## config.mk

```make
export PLATFORM = sky130hd
export DESIGN_NAME = frame_check_clear_calibration
export DESIGN_NICKNAME = d
export VERILOG_FILES = /design/src/pkg/fcc_pkg.sv /design/src/design/pin_sync.sv /design/src/design/code_calibrator.sv /design/src/design/frame_check_clear_calibration.sv
export VERILOG_INCLUDE_DIRS = /design/src /design/src/pkg
export SDC_FILE = /design/constraint.sdc
export NUM_CORES = 2
export LEC_CHECK = 0
export BUFFER_PORTS_ARGS = -buffer_cell sky130_fd_sc_hd__clkbuf_2
export CORE_ASPECT_RATIO = 1.25
export CORE_UTILIZATION = 45
export DETAILED_ROUTE_END_ITERATION = 10
export HOLD_SLACK_MARGIN = 0.08
export PLACE_DENSITY = 0.66
export SETUP_SLACK_MARGIN = 0.3
export SLEW_MARGIN = 30
export SYNTH_ARGS = -nofsm -noshare
export SYNTH_HDL_FRONTEND = slang
export SYNTH_SLANG_ARGS = --single-unit
```

## constraint.sdc

```tcl
create_clock -name clock_in -period 14.5 [get_ports clock_in]
set_clock_uncertainty 0.1 [all_clocks]
set_input_delay 1.45 -clock clock_in [delete_from_list [all_inputs] [get_ports clock_in]]
set_output_delay 1.45 -clock clock_in [all_outputs]
set_load 0.02 [all_outputs]
```

## src/pkg/fcc_defines.svh

```systemverilog
// register offsets, field positions, reset values and frame lengths
// included by the package and by the calibrator and core design files of this block
`ifndef FCC_DEFINES_SVH
`define FCC_DEFINES_SVH

`define FCC_ADDR_NOP          7'h00
`define FCC_ADDR_SOFT_RESET   7'h01
`define FCC_ADDR_RESET_CFG    7'h02
`define FCC_ADDR_CHAN_SEL     7'h03
`define FCC_ADDR_CHAN_CFG     7'h04
`define FCC_ADDR_CHAN_CODE    7'h05
`define FCC_ADDR_CONV_SEL     7'h06
`define FCC_ADDR_CONV_CFG     7'h07
`define FCC_ADDR_CAL_EN       7'h08
`define FCC_ADDR_GAIN_TRIM    7'h09
`define FCC_ADDR_OFFSET_TRIM  7'h0a
`define FCC_ADDR_STATUS       7'h0b
`define FCC_ADDR_STATUS_MASK  7'h0c
`define FCC_ADDR_FAULT_ACTION 7'h0d
`define FCC_ADDR_FAULT_CODE   7'h0e
`define FCC_ADDR_WDOG_RESTART 7'h10
`define FCC_ADDR_PART_ID      7'h11

`define FCC_SOFT_RESET_BIT    0
`define FCC_CHECK_EN_BIT      3
`define FCC_SOUT_OFF_BIT      4
`define FCC_CHAN_SEL_LSB      5
`define FCC_CLEAR_LEVEL_LSB   9
`define FCC_CAL_EN_BIT        0
`define FCC_FRAME_ERR_BIT     5
`define FCC_FRAME_ERR_MASK_BIT 5

`define FCC_RESET_ZERO        16'h0000
`define FCC_GAIN_RESET        16'h8000
`define FCC_STATUS_RESET      16'h1000
`define FCC_MIDSCALE          16'h8000
`define FCC_GAIN_BIAS         17'h0_8000

`define FCC_CRC_POLY          8'h07
`define FCC_FRAME_LEN_PLAIN   6'h18
`define FCC_FRAME_LEN_CHECK   6'h20

`endif

```

## src/pkg/fcc_pkg.sv

```systemverilog
// types and the frame checksum function shared by the block's files
// assumes the defines header is on the include path
`include "fcc_defines.svh"

package fcc_pkg;

    typedef struct packed {
        logic        rd;
        logic [6:0]  addr;
        logic [15:0] data;
    } cmd_s;

    typedef logic [3:0][15:0] chan_codes_t;

    // msb-first division, checker starts at zero
    function automatic logic [7:0] crc8_calc(input logic [31:0] d);
        logic [7:0] c;
        c = 8'h00;
        for (int i = 31; i >= 0; i--) begin
            c = {c[6:0], 1'b0} ^ ((c[7] ^ d[i]) ? `FCC_CRC_POLY : 8'h00);
        end
        return c;
    endfunction : crc8_calc

endpackage : fcc_pkg

```

## src/design/pin_sync.sv

```systemverilog
// two-flop synchroniser, one pair per bit
// inputs are asynchronous to clock_in; first stage feeds only the second
`timescale 1ns/100ps

module pin_sync #(
    parameter int WIDTH = 1
) (
    input  wire logic             clock_in,
    input  wire logic             rst_n_in,
    input  wire logic             ce_in,
    input  wire logic [WIDTH-1:0] async_in,
    output logic      [WIDTH-1:0] sync_out
);
    logic [WIDTH-1:0] meta_r;

    for (genvar i = 0; i < WIDTH; i++) begin : g_bit
        always_ff @(posedge clock_in) begin
            if (!rst_n_in) begin
                meta_r[i]   <= 1'b0;
                sync_out[i] <= 1'b0;
            end else if (ce_in) begin
                meta_r[i]   <= async_in[i];
                sync_out[i] <= meta_r[i];
            end
        end
    end

endmodule : pin_sync

```

## src/design/code_calibrator.sv

```systemverilog
// gain and offset correction of one 16-bit channel code
// result registered, one cycle after the inputs
`timescale 1ns/100ps
`include "fcc_defines.svh"

module code_calibrator (
    input  wire logic        clock_in,
    input  wire logic        rst_n_in,
    input  wire logic        ce_in,
    input  wire logic [15:0] code_in,
    input  wire logic [15:0] gain_in,
    input  wire logic [15:0] offset_in,
    output logic      [15:0] code_out
);
    logic [16:0] gain_term;
    logic [32:0] product;
    logic [17:0] sum;
    logic [15:0] clamped;

    assign gain_term = {1'b0, gain_in} + `FCC_GAIN_BIAS;
    assign product   = {17'h0_0000, code_in} * {16'h0000, gain_term};
    // product is never negative, so dropping low bits is the floor
    assign sum = {1'b0, product[32:16]} + {{2{offset_in[15]}}, offset_in};
    assign clamped = sum[17] ? 16'h0000 :
                     sum[16] ? 16'hffff : sum[15:0];

    always_ff @(posedge clock_in) begin
        if (!rst_n_in) begin
            code_out <= 16'h0000;
        end else if (ce_in) begin
            code_out <= clamped;
        end
    end

endmodule : code_calibrator

```

## src/design/frame_check_clear_calibration.sv

```systemverilog
// serial command core: frame capture, checksum, register map,
// clear handling and per-channel calibration of four output codes
// the serial, strobe and clear pins are asynchronous and pass two flops before use; the serial
// clock must stay well below a quarter of clock_in
`timescale 1ns/100ps
`include "fcc_defines.svh"

module frame_check_clear_calibration #(
    parameter int         CHANNELS = 4,
    parameter logic [2:0] PART_ID  = 3'h5 // arbitrary value
) (
    input  wire logic                clock_in,
    input  wire logic                rst_n_in,
    input  wire logic                ce_in,
    input  wire logic                sclk_in,
    input  wire logic                frame_select_n_in,
    input  wire logic                sdin_in,
    input  wire logic                load_outputs_strobe_n_in,
    input  wire logic                output_clear_pin_in,
    output logic                     serial_out_pin_out,
    output logic                     serial_out_pin_oe_out,
    output logic                     fault_alert_n_out,
    output fcc_pkg::chan_codes_t     channel_code_out
);
    import fcc_pkg::*;

    // high-idle pins go in inverted: no false edge after reset
    logic [4:0] pins_s;
    logic       sclk_d_r;
    logic       fs_n_d_r;
    logic       strb_n_d_r;

    pin_sync #(.WIDTH(5)) u_pin_sync (
        .clock_in (clock_in),
        .rst_n_in (rst_n_in),
        .ce_in    (ce_in),
        .async_in ({output_clear_pin_in, ~load_outputs_strobe_n_in,
                    sdin_in, ~frame_select_n_in, ~sclk_in}),
        .sync_out (pins_s)
    );

    wire sclk_s     = ~pins_s[0];
    wire fs_n_s     = ~pins_s[1];
    wire sdin_s     = pins_s[2];
    wire strb_n_s   = ~pins_s[3];
    wire clear_s    = pins_s[4];
    wire sclk_fall  = sclk_d_r & ~sclk_s;
    wire sclk_rise  = ~sclk_d_r & sclk_s;
    wire frame_on   = ~fs_n_s;
    wire frame_beg  = fs_n_d_r & ~fs_n_s;
    wire frame_end  = ~fs_n_d_r & fs_n_s;
    wire strb_fall  = strb_n_d_r & ~strb_n_s;

    always_ff @(posedge clock_in) begin
        if (!rst_n_in) begin
            sclk_d_r   <= 1'b1;
            fs_n_d_r   <= 1'b1;
            strb_n_d_r <= 1'b1;
        end else if (ce_in) begin
            sclk_d_r   <= sclk_s;
            fs_n_d_r   <= fs_n_s;
            strb_n_d_r <= strb_n_s;
        end
    end

    // soft reset pulse and the combined register reset
    logic soft_rst_r;
    wire  regs_rst = !rst_n_in || soft_rst_r;

    // receive shift register
    logic [31:0] rx_sh_r;
    logic [5:0]  rx_cnt_r;
    logic [31:0] frame_r;
    logic [5:0]  frame_cnt_r;
    logic        commit_pend_r;

    always_ff @(posedge clock_in) begin
        if (!rst_n_in) begin
            rx_sh_r  <= 32'h0000_0000;
            rx_cnt_r <= 6'h00;
        end else if (ce_in) begin
            if (frame_beg) begin
                rx_cnt_r <= 6'h00;
            end else if (frame_on && sclk_fall) begin
                rx_sh_r <= {rx_sh_r[30:0], sdin_s};
                if (rx_cnt_r != `FCC_FRAME_LEN_CHECK) begin
                    rx_cnt_r <= rx_cnt_r + 6'h01;
                end
            end
        end
    end

    always_ff @(posedge clock_in) begin
        if (!rst_n_in) begin
            frame_r       <= 32'h0000_0000;
            frame_cnt_r   <= 6'h00;
            commit_pend_r <= 1'b0;
        end else if (ce_in) begin
            commit_pend_r <= frame_end;
            if (frame_end) begin
                frame_r     <= rx_sh_r;
                frame_cnt_r <= rx_cnt_r;
            end
        end
    end

    // global registers
    logic [15:0] reset_cfg_r;
    logic [15:0] chan_sel_r;
    logic [15:0] conv_sel_r;
    logic [15:0] status_r;
    logic [15:0] status_mask_r;
    logic [15:0] fault_action_r;

    wire check_on = chan_sel_r[`FCC_CHECK_EN_BIT];

    // frame decode; checked frames carry command in the top 24 bits
    cmd_s cmd;
    assign cmd = check_on ? frame_r[31:8] : frame_r[23:0];

    wire len_ok = check_on ? (frame_cnt_r >= `FCC_FRAME_LEN_CHECK)
                           : (frame_cnt_r >= `FCC_FRAME_LEN_PLAIN);
    wire crc_good  = crc8_calc(frame_r) == 8'h00;
    wire frame_ok  = commit_pend_r && len_ok;
    wire crc_fail  = frame_ok && check_on && !crc_good;
    wire cmd_take  = frame_ok && (!check_on || crc_good);
    wire wr_take   = cmd_take && !cmd.rd;
    wire rd_take   = cmd_take && cmd.rd;

    // write decode, reserved and unknown addresses do nothing
    wire wr_soft   = wr_take && cmd.addr == `FCC_ADDR_SOFT_RESET;
    wire wr_rcfg   = wr_take && cmd.addr == `FCC_ADDR_RESET_CFG;
    wire wr_csel   = wr_take && cmd.addr == `FCC_ADDR_CHAN_SEL;
    wire wr_ccfg   = wr_take && cmd.addr == `FCC_ADDR_CHAN_CFG;
    wire wr_code   = wr_take && cmd.addr == `FCC_ADDR_CHAN_CODE;
    wire wr_vsel   = wr_take && cmd.addr == `FCC_ADDR_CONV_SEL;
    wire wr_vcfg   = wr_take && cmd.addr == `FCC_ADDR_CONV_CFG;
    wire wr_calen  = wr_take && cmd.addr == `FCC_ADDR_CAL_EN;
    wire wr_gain   = wr_take && cmd.addr == `FCC_ADDR_GAIN_TRIM;
    wire wr_off    = wr_take && cmd.addr == `FCC_ADDR_OFFSET_TRIM;
    wire wr_mask   = wr_take && cmd.addr == `FCC_ADDR_STATUS_MASK;
    wire wr_action = wr_take && cmd.addr == `FCC_ADDR_FAULT_ACTION;
    wire wr_fcode  = wr_take && cmd.addr == `FCC_ADDR_FAULT_CODE;

    always_ff @(posedge clock_in) begin
        if (!rst_n_in) begin
            soft_rst_r <= 1'b0;
        end else if (ce_in) begin
            soft_rst_r <= wr_soft && cmd.data[`FCC_SOFT_RESET_BIT];
        end
    end

    always_ff @(posedge clock_in) begin
        if (regs_rst) begin
            reset_cfg_r    <= `FCC_RESET_ZERO;
            chan_sel_r     <= `FCC_RESET_ZERO;
            conv_sel_r     <= `FCC_RESET_ZERO;
            status_mask_r  <= `FCC_RESET_ZERO;
            fault_action_r <= `FCC_RESET_ZERO;
        end else if (ce_in) begin
            if (wr_rcfg) reset_cfg_r <= cmd.data;
            if (wr_csel) chan_sel_r <= cmd.data;
            if (wr_vsel) conv_sel_r <= cmd.data;
            if (wr_mask) status_mask_r <= cmd.data;
            if (wr_action) fault_action_r <= cmd.data;
        end
    end

    // frame error flag: set wins over the disable clear
    logic frame_error_flag_nxt;
    assign frame_error_flag_nxt =
        crc_fail || (check_on && status_r[`FCC_FRAME_ERR_BIT]);

    always_ff @(posedge clock_in) begin
        if (regs_rst) begin
            status_r <= `FCC_STATUS_RESET;
        end else if (ce_in) begin
            status_r[`FCC_FRAME_ERR_BIT] <=
                frame_error_flag_nxt;
        end
    end

    always_ff @(posedge clock_in) begin
        if (!rst_n_in) begin
            fault_alert_n_out <= 1'b1;
        end else if (ce_in) begin
            fault_alert_n_out <= !(status_r[`FCC_FRAME_ERR_BIT] &&
                !status_mask_r[`FCC_FRAME_ERR_MASK_BIT]);
        end
    end

    // per-channel registers, calibration and output stage
    logic [15:0] ch_cfg_r   [CHANNELS];
    logic [15:0] ch_code_r  [CHANNELS];
    logic [15:0] ch_latch_r [CHANNELS];
    logic [15:0] ch_gain_r  [CHANNELS];
    logic [15:0] ch_off_r   [CHANNELS];
    logic [15:0] ch_fcode_r [CHANNELS];
    logic [15:0] ch_vcfg_r  [CHANNELS];
    logic [15:0] ch_cal_out [CHANNELS];
    logic        ch_calen_r [CHANNELS];
    logic        ch_pend_r  [CHANNELS];
    logic        ch_clr_r   [CHANNELS];

    for (genvar i = 0; i < CHANNELS; i++) begin : g_chan
        wire chan_on = chan_sel_r[`FCC_CHAN_SEL_LSB + i];
        wire conv_on = conv_sel_r[i];
        wire clr_lvl = chan_sel_r[`FCC_CLEAR_LEVEL_LSB + i];
        // latch loads at once with the strobe low, else on its fall
        wire load_now = (wr_code && chan_on && !strb_n_s) ||
                        (ch_pend_r[i] && strb_fall && !clear_s);
        wire [15:0] clr_code = clr_lvl ? `FCC_MIDSCALE : 16'h0000;

        // clear pin never touches these
        always_ff @(posedge clock_in) begin
            if (regs_rst) begin
                ch_cfg_r[i]   <= `FCC_RESET_ZERO;
                ch_code_r[i]  <= `FCC_RESET_ZERO;
                ch_gain_r[i]  <= `FCC_GAIN_RESET;
                ch_off_r[i]   <= `FCC_RESET_ZERO;
                ch_fcode_r[i] <= `FCC_RESET_ZERO;
                ch_vcfg_r[i]  <= `FCC_RESET_ZERO;
                ch_calen_r[i] <= 1'b0;
            end else if (ce_in) begin
                if (wr_ccfg && chan_on) ch_cfg_r[i] <= cmd.data;
                if (wr_code && chan_on) ch_code_r[i] <= cmd.data;
                if (wr_gain && chan_on) ch_gain_r[i] <= cmd.data;
                if (wr_off && chan_on) ch_off_r[i] <= cmd.data;
                if (wr_fcode && chan_on) ch_fcode_r[i] <= cmd.data;
                if (wr_vcfg && conv_on) ch_vcfg_r[i] <= cmd.data;
                if (wr_calen && chan_on) begin
                    ch_calen_r[i] <= cmd.data[`FCC_CAL_EN_BIT];
                end
            end
        end

        always_ff @(posedge clock_in) begin
            if (regs_rst) begin
                ch_latch_r[i] <= `FCC_RESET_ZERO;
                ch_pend_r[i]  <= 1'b0;
                ch_clr_r[i]   <= 1'b0;
            end else if (ce_in) begin
                if (wr_code && chan_on) begin
                    ch_pend_r[i] <= strb_n_s;
                end else if (load_now) begin
                    ch_pend_r[i] <= 1'b0;
                end
                if (load_now) begin
                    ch_latch_r[i] <= wr_code && chan_on ? cmd.data
                                                        : ch_code_r[i];
                end
                if (clear_s) begin
                    ch_clr_r[i] <= 1'b1;
                end else if (load_now) begin
                    ch_clr_r[i] <= 1'b0;
                end
            end
        end

        code_calibrator u_cal (
            .clock_in  (clock_in),
            .rst_n_in  (rst_n_in),
            .ce_in     (ce_in),
            .code_in   (ch_latch_r[i]),
            .gain_in   (ch_gain_r[i]),
            .offset_in (ch_off_r[i]),
            .code_out  (ch_cal_out[i])
        );

        // pin level bypasses the sticky flag so clearing is immediate
        always_ff @(posedge clock_in) begin
            if (!rst_n_in) begin
                channel_code_out[i] <= 16'h0000;
            end else if (ce_in) begin
                if (clear_s || ch_clr_r[i]) begin
                    channel_code_out[i] <= clr_code;
                end else if (ch_calen_r[i]) begin
                    channel_code_out[i] <= ch_cal_out[i];
                end else begin
                    channel_code_out[i] <= ch_latch_r[i];
                end
            end
        end
    end

    // readback picks the lowest selected channel and converter
    logic [1:0] rd_ch;
    logic [1:0] rd_cv;

    always_comb begin
        rd_ch = 2'd0;
        rd_cv = 2'd0;
        for (int i = CHANNELS - 1; i >= 0; i--) begin
            if (chan_sel_r[`FCC_CHAN_SEL_LSB + i]) rd_ch = 2'(i);
            if (conv_sel_r[i]) rd_cv = 2'(i);
        end
    end

    logic [15:0] rd_data;
    always_comb begin
        if (cmd.addr == `FCC_ADDR_RESET_CFG) rd_data = reset_cfg_r;
        else if (cmd.addr == `FCC_ADDR_CHAN_SEL) rd_data = chan_sel_r;
        else if (cmd.addr == `FCC_ADDR_CHAN_CFG) rd_data = ch_cfg_r[rd_ch];
        else if (cmd.addr == `FCC_ADDR_CHAN_CODE) rd_data = ch_code_r[rd_ch];
        else if (cmd.addr == `FCC_ADDR_CONV_SEL) rd_data = conv_sel_r;
        else if (cmd.addr == `FCC_ADDR_CONV_CFG) rd_data = ch_vcfg_r[rd_cv];
        else if (cmd.addr == `FCC_ADDR_CAL_EN)
            rd_data = {15'h0000, ch_calen_r[rd_ch]};
        else if (cmd.addr == `FCC_ADDR_GAIN_TRIM) rd_data = ch_gain_r[rd_ch];
        else if (cmd.addr == `FCC_ADDR_OFFSET_TRIM) rd_data = ch_off_r[rd_ch];
        else if (cmd.addr == `FCC_ADDR_STATUS) rd_data = status_r;
        else if (cmd.addr == `FCC_ADDR_STATUS_MASK) rd_data = status_mask_r;
        else if (cmd.addr == `FCC_ADDR_FAULT_ACTION) rd_data = fault_action_r;
        else if (cmd.addr == `FCC_ADDR_FAULT_CODE) rd_data = ch_fcode_r[rd_ch];
        else if (cmd.addr == `FCC_ADDR_PART_ID) rd_data = {13'h0000, PART_ID};
        else rd_data = 16'h0000;
    end

    // readback word: address byte, data, then checksum when checking
    wire [23:0] rd_word = {cmd.rd, cmd.addr, rd_data};
    wire [7:0]  rd_crc  = check_on ? crc8_calc({8'h00, rd_word})
                                   : 8'h00;
    logic [31:0] tx_sh_r;

    // shifts on the serial clock rise so the bit is stable at the fall
    always_ff @(posedge clock_in) begin
        if (!rst_n_in) begin
            tx_sh_r <= 32'h0000_0000;
        end else if (ce_in) begin
            if (rd_take) begin
                tx_sh_r <= {rd_word, rd_crc};
            end else if (frame_on && sclk_rise) begin
                tx_sh_r <= {tx_sh_r[30:0], 1'b0};
            end
        end
    end

    always_ff @(posedge clock_in) begin
        if (!rst_n_in) begin
            serial_out_pin_out    <= 1'b0;
            serial_out_pin_oe_out <= 1'b0;
        end else if (ce_in) begin
            serial_out_pin_out    <= tx_sh_r[31];
            serial_out_pin_oe_out <= frame_on &&
                !chan_sel_r[`FCC_SOUT_OFF_BIT];
        end
    end

endmodule : frame_check_clear_calibration

```

# Yosys cells after proc, flatten, opt, wreduce, memory -nomap -nowiden
# Memories as Yosys holds them, arrays and structs flattened.
# Index checks and enable logic that the tools add are counted.
classes:
  add_sub_neg: 9
  mul: 4
  n_lt_le_gt_ge: 2
  n_eq_ne: 16
  mux: 324
  n_bitwise: 170
  n_reduce_logical: 97
ops:
  columns: ["op", "count"]
  rows:
  - ["2-to-1 mux 16 bit", 65]
  - ["bitwise XOR 8 x 3 -> 8 bit", 46]
  - ["2-to-1 mux 1 bit", 187]
  - ["2-to-1 mux 3 bit", 57]
  - ["multiplier 16 x 17 -> 33 bit", 4]
  - ["adder 17 x 18 -> 18 bit", 4]
  - ["adder 16 x 16 -> 17 bit, second input constant", 4]
  - ["logical AND 1 bit", 65]
  - ["2-to-1 mux 32 bit", 2]
  - ["equality test 7 x 4 -> 1 bit, second input constant", 7]
  - ["bitwise OR 1 bit", 48]
  - ["bitwise XOR 1 bit", 44]
  - ["equality test 7 x 3 -> 1 bit, second input constant", 4]
  - ["2-to-1 mux 24 bit", 1]
  - ["2-to-1 mux 6 bit", 3]
  - ["2-to-1 mux 2 bit", 8]
  - ["equality test 7 x 2 -> 1 bit, second input constant", 2]
  - ["AND reduction 2 bit", 7]
  - ["bitwise XOR 7 x 3 -> 7 bit", 2]
  - ["bitwise XOR 6 x 3 -> 6 bit", 2]
  - ["logical OR 1 bit", 11]
  - ["bitwise XOR 1 bit, first input constant", 10]
  - ["bitwise XOR 5 x 3 -> 5 bit", 2]
  - ["inverter 1 bit", 9]
  - ["13 further kinds", 28]
word_totals:
  regBits: 335
  mem_bits_rw: 460
  in_bits: 8
  output_inout_bits: 67
  elab_cells: 669
  mem_count: 10
memory_table:
  columns: ["memory", "depth", "width", "read_ports", "rd_clocked_by_memory_dff", "write_ports", "line_no", "rtl"]
  rows:
  - ["ch_cfg_r", 4, 16, 1, 0, 4, "frame_check_clear_calibration.sv:193", "logic [15:0] ch_cfg_r [CHANNELS];"]
  - ["ch_code_r", 4, 16, 5, 0, 4, "frame_check_clear_calibration.sv:194", "logic [15:0] ch_code_r [CHANNELS];"]
  - ["ch_fcode_r", 4, 16, 1, 0, 4, "frame_check_clear_calibration.sv:198", "logic [15:0] ch_fcode_r [CHANNELS];"]
  - ["ch_gain_r", 4, 16, 5, 0, 4, "frame_check_clear_calibration.sv:196", "logic [15:0] ch_gain_r [CHANNELS];"]
  - ["ch_latch_r", 4, 16, 4, 0, 4, "frame_check_clear_calibration.sv:195", "logic [15:0] ch_latch_r [CHANNELS];"]
  - ["ch_off_r", 4, 16, 5, 0, 4, "frame_check_clear_calibration.sv:197", "logic [15:0] ch_off_r [CHANNELS];"]
  - ["+4 memories", null, null, null, null, null, null, null]

# Logic depth before layout (Yosys ltp)
depth:
  word_depth: 99
  ltp_mapped: 40

# Modules after synthesis
# From an unflattened synthesis, not the netlist that was laid out.
unflattened:
  hier_cells: 8013
  area_unflattened_um2: 74931.9
modules_own_cells:
  columns: ["module", "instances", "cells_per_inst", "area_per_inst_um2", "seq_area_each_um2"]
  rows:
  - ["frame_check_clear_calibration", 1, 3312, 34192.8, 18978.2]
  - ["code_calibrator at g_chan[0].u_cal", 1, 1224, 10361.2, 320.3]
  - ["code_calibrator at g_chan[3].u_cal", 1, 1203, 10283.6, 320.3]
  - ["code_calibrator at g_chan[1].u_cal", 1, 1138, 9862.0, 320.3]
  - ["code_calibrator at g_chan[2].u_cal", 1, 1105, 9858.2, 320.3]
  - ["pin_sync", 1, 31, 374.1, 200.2]

# Worst setup path after synthesis
# Ideal clock, no wire load.
synth_path:
  kind: "flip-flop to flip-flop"
  startpoint: "memory ch_latch_r[0][8]"
  endpoint: "register g_chan[0].u_cal.code_out[9]"
  setup_ns: 0.128
  arrival_ns: 8.653
  required_ns: 14.272
  setup_slack_ns: 5.619
  stages_incl_launch_ff: 38
  synth_period_minus_slack_ns: 8.881
  cell_sequence: "edfxtp_1 -> clkbuf_1 -> clkbuf_1 -> nand2_1 -> fa_1 -> inv_1 -> fa_1 -> inv_1 -> fa_1 -> inv_1 -> fa_1 -> fa_1 -> inv_1 -> fa_1 -> inv_1 -> ha_1 -> a21o_1 -> a21o_1 -> [2 not listed] -> a21oi_1 -> o21bai_1 -> a2111oi_0 -> o31ai_1 -> o21a_1 -> o21a_1 -> nor2_1 -> ha_1 -> a21oi_1 -> o21ai_0 -> a41oi_1 -> a211oi_1 -> o41ai_1 -> or4b_2 -> o311a_1 -> nand2_1 -> a2bb2oi_1 -> nor2_1"
synth_lines:
  columns: ["element", "line_no", "rtl"]
  rows:
  - ["from (decl)", "frame_check_clear_calibration.sv:195", null]
  - ["to (signal assigned)", "code_calibrator.sv:31", "code_out <= clamped;"]
  - ["to (decl)", "code_calibrator.sv:13", "output logic [15:0] code_out"]

==> summary.md <==
| Metric | Value |
|---|---|
| Top delay family on crit path | compound AO/OA/AOI/OAI gates |
| H-tree depth | 3 |
| Gr usage total | 28.9% |
| Final WL | 232 mm |
| Drt first pass iters | 6 |
| Type of destination of the critical path | register |
| Clock transition at path regs | 0.07 ns |
| Setup WS pre-CTS | 4.29 ns |
| Highest clock rate | 96.6 MHz |
| Area of the die | 162000 um2 |
| Final Hold Viols | 0 |
| DR DRC count | 0 |
| Clock sinks | 792 |
| Switch share | 44.4% |
| Leakage | 0.0327 uW |
| R2R setup slack | 4.15 ns |
| CTS max path bufs | 3 |
| Antenna violations before repair | 4 |
| Sum of negative setup slack | 0 ns |
| Outcome | complete, no violations |
| CP required | 14.99 ns |
| CP bufs+invs | 3 |
| Clock Tree Root | clkbuf_16 |
| Slew @ Worst Pin | 1.17 ns |
| PortBufs | 74 |
| Width of the chip | 360 um |
| Clk network pwr share | 17.0% |
| Rel. slew slack | 21.7% |
| CP dominant cell by count | fa_1 |
| First-pass GRT wire length | 353 mm |
| ANT nets after route | 0 |
| Logic pwr share | 63.3% |
| Fin crit period | 10.35 ns |
| DIE HEIGHT | 449 um |
| Vias in the first global route | 57900 |
| DP HPWL | 168 mm |
| Post-synth cell types | 103 |
| Boundary Pins | 75 |
| Fin crit share | 71.4% |
| Gate Count Post-Synth | 7762 |
| FP Rows | 163 |
| Post-synth top flop | edfxtp_1 |
| Post-CTS Resized | 0 |
| CTS tree | yes |
| Syn_area_per_cell | 9.28 um2 |
| Drt first-iter violations | 5302 |
| RSZ-0062 raised after global routing | no |
| Largest net degree at the start of global routing | 81 |
| Synth Register Bits | 792 |
| Max IR drop VDD | 0.261 mV |
| Worst Slack Setup Final | 4.15 ns |
| Worst setup SP type | register |
| Internal power | 7590 uW |
| Syn-to-layout area delta | 7.40% |
| DR WL/cell | 23.8 um |
| Synthesis Warnings | 0 |
| Routed via count | 56200 |
| Slowest cell delay on critical path | 0.85 ns |
| Sequential power share | 19.7% |
| Initial Utilization | 45.4% |
| EDFF count, synth | 460 |
| Share of cells above drive strength 1 | 6.21% |
| Worst skew pair latency | 0.72 ns |
| Max-Cap Viols | 0 |
| CP max-delay cell | edfxtp_1 |
| Psw | 6060 uW |
| Sequential fraction of the synthesis area | 28.4% |
| Placeable Area | 158000 um2 |
| Final setup viols | 0 |
| Async SR Flop Fraction | 0% |
| Vias per inst | 5.77 |
| Min-delay worst type | register to register |
| Netlist Area Pre-Place | 72000 um2 |
| GR Overflow Total | 0 |
| Max-slew violation count | 0 |
| Setup bufs post-CTS | 0 |
| Worst Path Arrival | 10.84 ns |
| Hold buffer count at cts | 0 |
| RePlAce Congestion | 1.08 |
| PwrDens | 176 nW/um2 |
| Crit path max fanout | 17 |
| Nets | 8915 |
| TritonCTS Buffers | 86 |
| CP Class | register to register |
Yosys cell counts, drive strengths merged (33+ instances only):
| cell type | n | area share, % |
|---|---|---|
| a211oi | 131 | 1.4 |
| xnor2 | 146 | 1.8 |
| nand2 | 1020 | 5.3 |
| and2 | 441 | 3.8 |
| buf | 87 | 0.65 |
| edfxtp | 460 | 19 |
| a21oi | 372 | 2.6 |
| nand2b | 67 | 0.58 |
| nor2 | 949 | 5.0 |
| nor2b | 33 | 0.29 |
| nand3 | 78 | 0.57 |
| o211ai | 48 | 0.50 |
| nor3 | 48 | 0.38 |
| dfxtp | 332 | 9.2 |
| inv | 1007 | 5.2 |
| ha | 472 | 8.2 |
| clkbuf | 369 | 1.9 |
| o21ai | 206 | 1.4 |
| o21a | 33 | 0.34 |
| xor2 | 44 | 0.55 |
| a21o | 45 | 0.47 |
| mux2i | 114 | 1.6 |
| fa | 832 | 23 |
worst paths after layout:
check | startpoint | to | cells past startpoint
setup / recovery | ch_latch_r[0][1] | g_chan[0].u_cal.code_out[0] | 31
hold / removal | tx_sh_r[23] | tx_sh_r[23] | 2
hold reg to reg | tx_sh_r[23] | tx_sh_r[23] | 2
setup reg to reg | ch_latch_r[0][1] | g_chan[0].u_cal.code_out[0] | 31
per-layer routing:
layer	global-route usage (%)	share of wire (%)	up-vias
met3	5.12	8.6	714
met2	48.7	48	2647
met4	16.7	6.7	4
met1	34.7	37	28100
li1	-	-	24800
met5	0	0.012	-
power groups by stage:
stage                     sequential [uW]  combinational, uW  clock (uW)
final                                2690               8640        2320
after global routing                 2700               9820        2420
after CTS                            2690               8620        2340
after detailed placement             2740               8540           0
after global placement               2730               8330           0
after floorplan                      2620               6650           0
tightest hold or removal path, delay by kind of cell, from the launching register on:
| family | cells | cell delay, ns |
|---|---|---|
| DFF | 1 | 0.31 |
| and+or+nand+nor | 1 | 0.05 |
| AOI/OAI and AO/OA | 1 | 0.05 |
logic make-up after synthesis:
logic type	after synthesis	synth area share (%)
AOI/OAI and AO/OA	1091	9.71
other	2	0.0104
adders and majority gates	1304	31.3
xor gates and xnor gates	211	3.04
DFF	792	28.4
buffers and inverters	1464	7.82
and+or+nand+nor	2740	17.0
muxes	158	2.72
placed cells by master, fill, tap and decap left out, drive strengths merged, types with 16 or more instances in the layout:
cell	n
nand2	1020
inv	1015
nor2	949
fa	832
ha	472
edfxtp	460
and2	441
a21oi	372
dfxtp	332
o21ai	206
clkbuf	187
xnor2	146
a211oi	131
buf	122
mux2i	114
nand3	78
nand2b	67
o211ai	48
nor3	48
a21o	45
xor2	44
o21a	33
nor2b	33
a221oi	29
o22ai	28
mux4	28
and3	25
a31oi	21
o21bai	20
clkinv	20
nand4	17
a22oi	17
mux2	16
conb	16
or3	16
per-stage QoR:
step / utilization [%] / hold WS, ns / power, uW / cell area, um2 / instances
2_1_floorplan: - / 0.325 / 9270 / 72100 / 7776
3_3_place_gp: 46.9 / 0.335 / 11100 / 74300 / 9571
3_5_place_dp: 46.9 / 0.346 / 11300 / 74400 / 9576
4_1_cts: 48.8 / 0.359 / 13700 / 77300 / 9736
5_1_grt: 48.8 / 0.374 / 14900 / 77300 / 9737
6_report: 48.8 / 0.356 / 13700 / 77400 / 9738
layout make-up:
cell class | instances | area (um2)
antenna | 1 | 2.50
clock buffer | 114 | 2410
clock inverter | 46 | 510
fill | 14800 | 81100
inverter | 1008 | 3790
multi-input combinational | 5520 | 46300
sequential | 792 | 20500
tap | 2062 | 2580
timing repair buffer | 195 | 1310
No activity file was read; power rests on OpenSTA's default activity.
